<file path="src/rfdrt_pkg.sv">
// constants, types and decoders for the rf driver resistance/timing bank
package rfdrt_pkg;
   // ------------------------------------------------------------
   // register map (bit 8 selects the second register space)
   // ------------------------------------------------------------
   localparam int RFDRT_AW = 9;
   localparam logic [8:0] RFDRT_ADDR_TGT_RES = 9'h029;
   localparam logic [8:0] RFDRT_ADDR_TX_TIM = 9'h129;
   localparam logic [8:0] RFDRT_ADDR_STATUS = 9'h12B;
   localparam logic [7:0] RFDRT_TGT_RES_RST = 8'h70;
   localparam logic [7:0] RFDRT_TX_TIM_RST = 8'h7C;
   localparam logic [7:0] RFDRT_RD_NONE = 8'h00;

   // ------------------------------------------------------------
   // field positions and widths
   // ------------------------------------------------------------
   localparam int RFDRT_MOD_LSB = 4;
   localparam int RFDRT_UNMOD_LSB = 0;
   localparam int RFDRT_RAT_LSB = 4;
   localparam int RFDRT_MAN_BIT = 3;
   localparam int RFDRT_MAN_LSB = 0;
   localparam int RFDRT_RES_W = 4;
   localparam int RFDRT_TR_W = 3;
   localparam int RFDRT_ST_DONE_BIT = 3;
   localparam int RFDRT_ST_BUSY_BIT = 4;

   // ------------------------------------------------------------
   // codes
   // ------------------------------------------------------------
   localparam logic [3:0] RFDRT_RES_HIZ = 4'hF;
   localparam logic [2:0] RFDRT_TR_SLOW = 3'h0;
   localparam logic [2:0] RFDRT_TR_FAST = 3'h4;
   localparam logic [2:0] RFDRT_TR_STEP = 3'h1;
   localparam int RFDRT_NUM_STEPS = 5;
   localparam int RFDRT_ACQ_MAX_PERIODS = 10;

   typedef enum logic [1:0] {
      RFDRT_IDLE   = 2'b00,
      RFDRT_SETTLE = 2'b01,
      RFDRT_MEAS   = 2'b11,
      RFDRT_DONE   = 2'b10
   } rfdrt_state_t;

   // manual code to transient step: any code with top bit set is fast
   function automatic logic [2:0] rfdrt_manual_tr(input logic [2:0] code);
      rfdrt_manual_tr = code[2] ? RFDRT_TR_FAST : code;
   endfunction
endpackage

</file>
<file path="src/rfdrt_acq.sv">
// automatic driver transient acquisition, stepping slow towards fast
`timescale 1ns/1ps
module rfdrt_acq (
   input wire logic clk,
   input wire logic rst_n,
   input wire logic acq_start,
   input wire logic rf_period_tick,
   input wire logic [3:0] meas_ratio,
   input wire logic [3:0] target_ratio,
   output logic [2:0] acq_step,
   output logic acq_busy,
   output logic acq_done
);
   import rfdrt_pkg::*;

   rfdrt_state_t state_q, state_d;
   logic [2:0] step_q, step_d;
   logic reached;

   // target met, or no faster step remains
   assign reached = (meas_ratio >= target_ratio) || (step_q == RFDRT_TR_FAST);

   // each step: one period to settle, one period to measure
   always_comb begin
      state_d = state_q;
      step_d = step_q;
      case (state_q)
         RFDRT_SETTLE: begin
            if (rf_period_tick) begin
               state_d = RFDRT_MEAS;
            end
         end
         RFDRT_MEAS: begin
            if (rf_period_tick) begin
               if (reached) begin
                  state_d = RFDRT_DONE;
               end else begin
                  step_d = step_q + RFDRT_TR_STEP;
                  state_d = RFDRT_SETTLE;
               end
            end
         end
         default: state_d = state_q;
      endcase
      if (acq_start) begin
         state_d = RFDRT_SETTLE;
         step_d = RFDRT_TR_SLOW;
      end
   end

   // state registers
   always_ff @(posedge clk or negedge rst_n) begin
      if (!rst_n) begin
         state_q <= RFDRT_IDLE;
         step_q <= RFDRT_TR_SLOW;
      end else begin
         state_q <= state_d;
         step_q <= step_d;
      end
   end

   assign acq_step = step_q;
   assign acq_busy = (state_q == RFDRT_SETTLE) || (state_q == RFDRT_MEAS);
   assign acq_done = (state_q == RFDRT_DONE);

   // helper: rf periods spent in one acquisition
   logic [4:0] per_cnt_q;
   always_ff @(posedge clk or negedge rst_n) begin
      if (!rst_n) begin
         per_cnt_q <= 5'h00;
      end else if (acq_start) begin
         per_cnt_q <= 5'h00;
      end else if (acq_busy && rf_period_tick) begin
         per_cnt_q <= per_cnt_q + 5'h01;
      end
   end
endmodule

</file>
<file path="src/rfdrt_bank.sv">
// rf driver resistance and transient timing register bank
`timescale 1ns/1ps
// ------------------------------------------------------------
// Functional notes
// upper nibble: modulated-state driver resistance, reset 0111
// lower nibble: unmodulated-state driver resistance, reset 0
// host sets resistances before passive target mode
// codes 0-14 rising resistance, 15 high-z
// timing upper nibble: target non-overlap ratio, reset 0111
// start slowest, step faster until target met
// five steps, at most ten rf periods
// bit 3 picks manual (1) or acquired timing
// manual code 000..011 slow..medium fast, 1xx fast
// reset loads defaults, all bits read back
// ------------------------------------------------------------
module rfdrt_bank (
   input wire logic clk,
   input wire logic rst_n,
   input wire logic [rfdrt_pkg::RFDRT_AW-1:0] reg_addr,
   input wire logic [7:0] reg_wdata,
   input wire logic reg_wr,
   input wire logic reg_rd,
   output logic [7:0] reg_rdata,
   input wire logic load_mod_active,
   input wire logic acq_start,
   input wire logic rf_period_tick,
   input wire logic [3:0] meas_ratio,
   output logic [3:0] rf_output_driver_res,
   output logic rf_output_driver_hiz,
   output logic [2:0] rf_output_driver_transient
);
   import rfdrt_pkg::*;

   // ------------------------------------------------------------
   // register storage
   // ------------------------------------------------------------
   logic [7:0] tgt_res_q;
   logic [7:0] tx_tim_q;
   logic [7:0] rdata_q, rdata_d;
   logic [3:0] drv_res_q;
   logic drv_hiz_q;
   logic [2:0] drv_tr_q;

   // address decode
   wire hit_pt = (reg_addr == RFDRT_ADDR_TGT_RES);
   wire hit_tim = (reg_addr == RFDRT_ADDR_TX_TIM);
   wire hit_st = (reg_addr == RFDRT_ADDR_STATUS);

   // field views
   wire [3:0] mod_drive_res = tgt_res_q[RFDRT_MOD_LSB +: RFDRT_RES_W];
   wire [3:0] unmodulated_state_drive_res =
      tgt_res_q[RFDRT_UNMOD_LSB +: RFDRT_RES_W];
   wire [3:0] target_ratio = tx_tim_q[RFDRT_RAT_LSB +: RFDRT_RES_W];
   wire man_sel = tx_tim_q[RFDRT_MAN_BIT];
   wire [2:0] man_code = tx_tim_q[RFDRT_MAN_LSB +: RFDRT_TR_W];

   // acquisition engine
   logic [2:0] acq_step;
   logic acq_busy;
   logic acq_done;
   rfdrt_acq u_acq (
      .clk(clk),
      .rst_n(rst_n),
      .acq_start(acq_start),
      .rf_period_tick(rf_period_tick),
      .meas_ratio(meas_ratio),
      .target_ratio(target_ratio),
      .acq_step(acq_step),
      .acq_busy(acq_busy),
      .acq_done(acq_done)
   );

   // ------------------------------------------------------------
   // register writes
   // ------------------------------------------------------------
   // both registers load defaults at reset; full byte stored
   always_ff @(posedge clk or negedge rst_n) begin
      if (!rst_n) begin
         tgt_res_q <= RFDRT_TGT_RES_RST;
         tx_tim_q <= RFDRT_TX_TIM_RST;
      end else begin
         if (reg_wr && hit_pt) begin
            tgt_res_q <= reg_wdata;
         end
         if (reg_wr && hit_tim) begin
            tx_tim_q <= reg_wdata;
         end
      end
   end

   // ------------------------------------------------------------
   // read path, data one cycle after the strobe
   // ------------------------------------------------------------
   // status word: acquired step, done flag, busy flag, rest zero
   logic [7:0] status_word;
   always_comb begin
      status_word = RFDRT_RD_NONE;
      status_word[RFDRT_TR_W-1:0] = acq_step;
      status_word[RFDRT_ST_DONE_BIT] = acq_done;
      status_word[RFDRT_ST_BUSY_BIT] = acq_busy;
   end

   // read select; unmapped places and idle cycles read zero
   always_comb begin
      rdata_d = RFDRT_RD_NONE;
      if (reg_rd) begin
         if (hit_pt) begin
            rdata_d = tgt_res_q;
         end else if (hit_tim) begin
            rdata_d = tx_tim_q;
         end else if (hit_st) begin
            rdata_d = status_word;
         end
      end
   end

   always_ff @(posedge clk or negedge rst_n) begin
      if (!rst_n) begin
         rdata_q <= RFDRT_RD_NONE;
      end else begin
         rdata_q <= rdata_d;
      end
   end

   assign reg_rdata = rdata_q;

   // ------------------------------------------------------------
   // driver controls
   // ------------------------------------------------------------
   // resistance follows the load modulation state; the register
   // is expected settled before passive target mode is entered
   wire [3:0] sel_res = load_mod_active ? mod_drive_res
                                        : unmodulated_state_drive_res;
   wire sel_hiz = (sel_res == RFDRT_RES_HIZ);
   wire [2:0] sel_tr = man_sel ? rfdrt_manual_tr(man_code)
                               : acq_step;

   // registered driver outputs
   always_ff @(posedge clk or negedge rst_n) begin
      if (!rst_n) begin
         drv_res_q <= RFDRT_RES_HIZ;
         drv_hiz_q <= 1'b1;
         drv_tr_q <= RFDRT_TR_SLOW;
      end else begin
         drv_res_q <= sel_res;
         drv_hiz_q <= sel_hiz;
         drv_tr_q <= sel_tr;
      end
   end

   assign rf_output_driver_res = drv_res_q;
   assign rf_output_driver_hiz = drv_hiz_q;
   assign rf_output_driver_transient = drv_tr_q;
endmodule

</file>
<file path="config.mk">
export PLATFORM = sky130hd
export DESIGN_NAME = rfdrt_bank
export DESIGN_NICKNAME = d
export VERILOG_FILES = /design/src/rfdrt_pkg.sv /design/src/rfdrt_acq.sv /design/src/rfdrt_bank.sv
export SDC_FILE = /design/constraint.sdc
export NUM_CORES = 1
export LEC_CHECK = 0
export BUFFER_PORTS_ARGS = -buffer_cell sky130_fd_sc_hd__buf_2
export CORE_MARGIN = 4
export CORE_UTILIZATION = 52
export DETAILED_ROUTE_END_ITERATION = 7
export GPL_TIMING_DRIVEN = 0
export PLACE_DENSITY = 0.8
export SLEW_MARGIN = 10
export SYNTH_ARGS = -nofsm -noshare
export SYNTH_HDL_FRONTEND = slang
export SYNTH_SLANG_ARGS = --single-unit
export TNS_END_PERCENT = 20
</file>
<file path="constraint.sdc">
create_clock -name clk -period 2.07 [get_ports clk]
set_input_delay 0 -clock clk [delete_from_list [all_inputs] [get_ports clk]]
set_output_delay 0 -clock clk [all_outputs]
set_load 0.05 [all_outputs]
</file>
# Word-level counts from Yosys, hierarchy flattened
# Index checks and enable logic that the tools add are counted.
[classes]
eq_ne = 11
n_reduce_logical = 9
n_shift = 0
multipliers = 0
n_div = 0
mux = 16
order_cmp = 1
bitwise = 0
addsub = 1
[op_table]
columns = ["operator", "count"]
rows = [
  ["two-way mux 8 bit", 3],
  ["== test 9 bit, second input constant", 2],
  ["two-way mux 3 bit", 6],
  ["== test 9 x 6 -> 1 bit, second input constant", 1],
  ["two-way mux 2 bit", 4],
  ["inequality test 3 bit, second input constant", 2],
  ["AND reduction 3 bit", 2],
  ["two-way mux 5 bit", 1],
  ["== test 2 bit, second input constant", 2],
  ["== test 4 bit, second input constant", 1],
  [">= comparator 4 bit", 1],
  ["two-way mux 4 bit", 1],
  ["one-hot mux 2 bit (2 select lines)", 1],
  ["nonzero test 2 bit", 2],
  ["adder 3 x 1 -> 3 bit, second input constant", 1],
  ["== test 3 bit, second input constant", 1],
  ["nonzero test 3 bit", 1],
  ["== test 2 x 1 -> 1 bit, second input constant", 1],
  ["logical AND 1 bit", 2],
  ["logical OR 1 bit", 2],
  ["inequality test 2 bit, second input constant", 1],
]
[totals]
regBits = 37
input_bits = 28
mem_bits_rw = 0
word_cells = 46
romBits = 0
output_inout_bits = 16
latchBits = 0
memories = 0

# Depth between registers and ports, before layout
[depth]
ltp_word = 6
ltp_mapped = 6
ltp_nobuf = 6

# Hierarchy
# Synthesis repeated with hierarchy kept, for this count alone.
[unflattened]
hier_cells = 131
area_unflattened_um2 = 1744.2
[modules_own_cells]
columns = ["mod", "n_inst", "area_each_um2", "cells_per_inst", "seq_area_each_um2"]
rows = [
  ["rfdrt_bank", 1, 1358.8, 91, 817.0],
  ["rfdrt_acq", 1, 385.4, 40, 125.1],
]

# Least setup slack after synthesis
# No wires, ideal clock.
[synth_path]
path_type = "register to register"
start = "reg tx_tim_q[5]"
end = "reg u_acq.step_q[2] (netlist: u_acq.acq_step[2])"
path_stages_with_launch = 7
synth_period_minus_slack_ns = 1.740
setup_time_ns = 0.077
arrival_time_ns = 1.662
required_time_ns = 1.993
slack_ns = 0.330
n_path_buf = 0
path_cell_list = "dfstp_2 > inv_1 > ha_1 > nor3b_1 > o21ai_2 > or4_1 > a21oi_1"
[synth_via]
elab_chain_cells = 4
[synth_lines]
columns = ["element", "line_no", "rtl"]
rows = [
  ["from (decl)", "rfdrt_bank.sv:38", "logic [7:0] tx_tim_q;"],
  ["from (signal assigned)", "rfdrt_bank.sv:86", "tx_tim_q <= reg_wdata;"],
  [">= comparator 4 bit", "rfdrt_acq.sv:21", "assign reached = (meas_ratio >= target_ratio) || (step_q == RFDRT_TR_FAST);"],
  ["logical OR 1 bit", "rfdrt_acq.sv:21", ""],
  ["inequality test 2 bit (no source line)", "-", ""],
  ["AND reduction 3 bit (no source line)", "-", ""],
  ["to (signal assigned)", "rfdrt_acq.sv:58", "step_q <= step_d;"],
  ["to (decl)", "rfdrt_acq.sv:17", "logic [2:0] step_q, step_d;"],
]
# No other way between the ends.
# A chain may end at the register's enable or synchronous reset.

# Worst setup path in the final report
[layout_path]
start = "reg tx_tim_q[4]"
end = "reg u_acq.step_q[2] (netlist: u_acq.acq_step[2])"
# Same word-level chain as after synthesis.

==> out/summary.log <==
INFO  run_status     status=finished clean
INFO  logic_synthesis post_synth_num_cell_types=31
INFO  critical_path  ff2ff_setup_slack=130ps
INFO  pwr            power.leakage=1.01nW
INFO  placed_design  gp_routability_congestion=0.788
INFO  sta            timing.final.setup_violations=0
INFO  global_routing grt_first_pass_wirelength=6400um
INFO  critical_path  r2r_end=u_acq.acq_step[2]$_DFFE_PN0P_
INFO  clock_tree     ctsLongestPathBuffers=2
INFO  logic_synthesis synth_nets=164
INFO  detailed_routing first_pass_iters=4
INFO  sta            relSlewSlack=0.489
INFO  detailed_routing initialDrtViolationCount=68
INFO  sta            rsz0062_at_grt=false
INFO  logic_synthesis syn_area_per_cell=13.1um^2
INFO  hold_path      min_path_type=in2reg
INFO  sta            accumulated_negative_setup_slack=0ps
INFO  pwr            vdd_drop_max=0.319mV
INFO  logic_synthesis ys_ff_latch=37
INFO  global_routing grt_use_met3=0.0530
INFO  die            die_area=0.00426mm^2
INFO  sta            maxClockFrequency=0.514GHz
INFO  sta            fin_hold_ws=69.5ps
INFO  finish         nNetsFinal=227
INFO  detailed_routing drc=0
INFO  clock_tree     postCtsSetupBuffers=0
INFO  critical_path  worstSetupEndpointType=flop
INFO  clock_tree     insertion_delay=330ps
INFO  die            core_region_area=0.00310mm^2
INFO  placed_design  placed_cells=217
INFO  sta            transition_time_at_the_pin_with_the_least_slew_margin=767ps
INFO  finish         postLayoutCellArea=0.00216mm^2
INFO  detailed_routing drt-vias-per-instance=5.39
INFO  die            design.portCount=44
INFO  logic_synthesis synth.yosys.warnings=0
INFO  global_routing globalRoute.totalOverflow=0
INFO  critical_path  reg2reg_depth=5
INFO  sta            final_hold_viol_count=0
INFO  critical_path  timing.critical_path.to=u_acq.acq_step[2]$_DFFE_PN0P_
INFO  sta            report.final.slew_viol_count=0
INFO  detailed_routing remaining_number_of_nets_flagged_by_the_antenna_check_after_routing=0
INFO  critical_path  worst-endpoint-arrival=2210ps
INFO  placed_design  port_buffers=43
INFO  global_routing vias_in_the_first_global_route=1,363
INFO  logic_synthesis synth-adder-area-share=0.0440
INFO  detailed_routing route.vias.total=1,284
INFO  global_routing grt_start_max_net_pins=38
INFO  job            max_cap_viol_count=0
INFO  critical_path  crit-reg2reg-launch=tx_tim_q[4]$_DFFE_PN1P_
INFO  die            effective_utilization_at_floorplan=0.550
INFO  finish         fillCellCount=240
INFO  logic_synthesis post_synthesis_sequential_area_ratio=0.552
INFO  detailed_routing post_drt_wl_per_cell=15.6um
INFO  global_routing grt.busiest_layer=met2
INFO  finish         layout.area.seq=942um^2
INFO  pwr            total_power=1.28mW
INFO  placed_design  placed_standard_cell_area=0.00198mm^2
INFO  critical_path  critPathLaunchType=flop
INFO  logic_synthesis synth_compound_gate_area_share=0.105
INFO  critical_path  path_class=reg2reg
INFO  sta            clock-skew-final=5.63ps
INFO  critical_path  critPathRequiredTime=2340ps
INFO  clock_tree     cts-root-buf=sky130_fd_sc_hd__clkbuf_4
INFO  logic_synthesis post_synth_inst_count=130
INFO  logic_synthesis synth_simple_gate_area_frac=0.134
INFO  logic_synthesis synth-xor-area-share=0
INFO  clock_tree     htree_levels=2
INFO  global_routing groute.layer.met1.usage=0.234
INFO  clock_tree     post_cts.resized_instances=0
INFO  die            die-width=65.3um
INFO  clock_tree     clock_tree_from_tritoncts=done
INFO  clock_tree     clock-sinks=37
INFO  pwr            areal_power_density_over_the_cells=593mW/mm^2
INFO  finish         area.growth.synth_to_final=26.9%
INFO  finish         final_instance_count_excl_fillers=238
INFO  logic_synthesis synthMuxAreaShare=0.145
INFO  global_routing global_route.usage.met2=0.351
INFO  sta            final.min_clock_period=1940ps
INFO  finish         multi_input_gate_area=729um^2
INFO  die            rows=20
INFO  finish         antenna_cells_inserted=0
INFO  global_routing grt_overall_usage=0.201
INFO  critical_path  timing.critical_path.from=tx_tim_q[4]$_DFFE_PN1P_
INFO  logic_synthesis mappedNetlistArea=0.00171mm^2
INFO  global_routing antenna_found_initial=0
INFO  clock_tree     cts-buffers-inserted=5
INFO  sta            final_min_period_over_clock_period=0.939
INFO  detailed_routing postRouteWirelength=3720um
INFO  critical_path  critical_path_peak_fanout=5
INFO  placed_design  place.detailed.hpwl=2770um
INFO  logic_synthesis synth_top_family_by_area=multiplexers
INFO  finish         share_of_final_layout_standard_cells_stronger_than_drive_strength_1=0.474
INFO  clock_tree     clock_slew_at_the_register_clock_pins_of_the_worst_setup_and_hold_paths=100ps
INFO  die            floorplan.die.height=65.3um
==> cell usage in the layout (no fill, tap or decap), types with 6 or more instances in the layout <==
master / synthesis / routed
sky130_fd_sc_hd__mux2_2: 22 / 22
sky130_fd_sc_hd__a22oi_1: 7 / 7
sky130_fd_sc_hd__ha_1: 6 / 6
sky130_fd_sc_hd__a21oi_1: 6 / 6
sky130_fd_sc_hd__buf_2: 0 / 43
sky130_fd_sc_hd__dfrtp_1: 24 / 24
sky130_fd_sc_hd__nor2_1: 6 / 6
sky130_fd_sc_hd__inv_1: 9 / 9
sky130_fd_sc_hd__dlygate4sd3_1: 0 / 13
sky130_fd_sc_hd__dfstp_2: 13 / 13
==> registers in the layout, indices dropped and copies added (netlist names) <==
signal	cells
tgt_res_q	8
rf_output_driver_hiz	1
reg_rdata	8
rf_output_driver_transient	3
rf_output_driver_res	4
u_acq.acq_step	3
u_acq.state_q	2
tx_tim_q	8
==> cell type report <==
type,instances,area share
inverter,9,0.0156
tap,44,0.0254
multi-input combinational,84,0.337
sequential,37,0.435
clock buffer,8,0.0272
timing repair buffer,56,0.160
==> routing by layer <==
layer	routed length, um	share of wire
met3	254	0.068
met4	63	0.017
met5	0	0
met2	1960	0.53
met1	1440	0.39
==> kinds of logic (layout without fill, tap and decap cells) <==
| logic type | after synthesis | count (layout) |
|---|---|---|
| fa+ha+maj | 6 | 6 |
| compound gates | 26 | 26 |
| mux | 22 | 22 |
| simple gates | 30 | 30 |
| buf+inv | 9 | 73 |
| flops | 37 | 37 |
==> power by group <==
part	total (mW)	switching, mW	internal [mW]
clock network	0.386	0.218	0.168
registers	0.757	0.0138	0.743
logic	0.142	0.0777	0.0639
==> worst max-delay path, stage by stage, from the launching register on <==
cell and delay, ps:
sky130_fd_sc_hd__dfstp_2 580, sky130_fd_sc_hd__ha_1 240, sky130_fd_sc_hd__nor3b_1 350, sky130_fd_sc_hd__o21ai_2 160, sky130_fd_sc_hd__or4_1 410, sky130_fd_sc_hd__a21oi_1 140
==> stage by stage <==
stage,util,setup slack (ps)
2_1_floorplan,-,330
3_3_place_gp,0.637,231
3_5_place_dp,0.637,151
4_1_cts,0.698,136
5_1_grt,0.698,29.8
6_report,0.698,126
==> timing repair <==
| item | in CTS | in global routing |
|---|---|---|
| hold buffers | 13 | 0 |
| endpoints found under the setup margin | 0 | 0 |
| endpoints found under the hold margin | 51 | 0 |
==> synthesized netlist by cell type <==
| cell | n | area share |
|---|---|---|
| sky130_fd_sc_hd__nand2_1 | 5 | 0.011 |
| sky130_fd_sc_hd__nor3_4 | 1 | 0.0095 |
| sky130_fd_sc_hd__dfstp_2 | 13 | 0.20 |
| sky130_fd_sc_hd__o21ai_0 | 4 | 0.012 |
| sky130_fd_sc_hd__nand3b_1 | 2 | 0.0088 |
| sky130_fd_sc_hd__nor4_1 | 2 | 0.0073 |
| sky130_fd_sc_hd__mux2_2 | 22 | 0.15 |
| sky130_fd_sc_hd__nand3_1 | 5 | 0.015 |
| sky130_fd_sc_hd__nor4b_4 | 1 | 0.014 |
| sky130_fd_sc_hd__nor4_4 | 1 | 0.012 |
| sky130_fd_sc_hd__o21a_1 | 1 | 0.0044 |
| sky130_fd_sc_hd__o211ai_1 | 1 | 0.0044 |
| sky130_fd_sc_hd__o31ai_1 | 1 | 0.0044 |
| sky130_fd_sc_hd__a211oi_1 | 1 | 0.0044 |
| sky130_fd_sc_hd__a21oi_1 | 6 | 0.018 |
| sky130_fd_sc_hd__o22ai_1 | 1 | 0.0037 |
| sky130_fd_sc_hd__and4_1 | 1 | 0.0051 |
| sky130_fd_sc_hd__or4_1 | 1 | 0.0044 |
| sky130_fd_sc_hd__nand2b_2 | 1 | 0.0051 |
| sky130_fd_sc_hd__nand3_4 | 2 | 0.021 |
| sky130_fd_sc_hd__nor2_1 | 6 | 0.013 |
| sky130_fd_sc_hd__a22oi_1 | 7 | 0.031 |
| sky130_fd_sc_hd__a221oi_1 | 1 | 0.0051 |
| sky130_fd_sc_hd__nor3b_1 | 1 | 0.0044 |
| sky130_fd_sc_hd__a221oi_2 | 1 | 0.0088 |
| sky130_fd_sc_hd__nor3_1 | 1 | 0.0029 |
| sky130_fd_sc_hd__o21ai_2 | 1 | 0.0051 |
| sky130_fd_sc_hd__inv_1 | 9 | 0.020 |
| sky130_fd_sc_hd__a21o_1 | 1 | 0.0044 |
| sky130_fd_sc_hd__dfrtp_1 | 24 | 0.35 |
| sky130_fd_sc_hd__ha_1 | 6 | 0.044 |
==> worst min-delay path by stage <==
stage | startpoint | endpoint | slack, ps | cells after the start
2_1_floorplan | rst_n | reg_rdata[0]$_DFF_PN0_ | -300 | 0
3_3_place_gp | rst_n | rf_output_driver_transient[1]$_DFF_PN0_ | 100 | 1
3_5_place_dp | rst_n | rf_output_driver_transient[1]$_DFF_PN0_ | 120 | 1
4_1_cts | reg_rd | reg_rdata[7]$_DFF_PN0_ | 50 | 3
5_1_grt | reg_addr[8] | reg_rdata[3]$_DFF_PN0_ | 70 | 3
6_report | reg_rd | reg_rdata[1]$_DFF_PN0_ | 70 | 3
No activity file was read; power rests on OpenSTA's default activity.
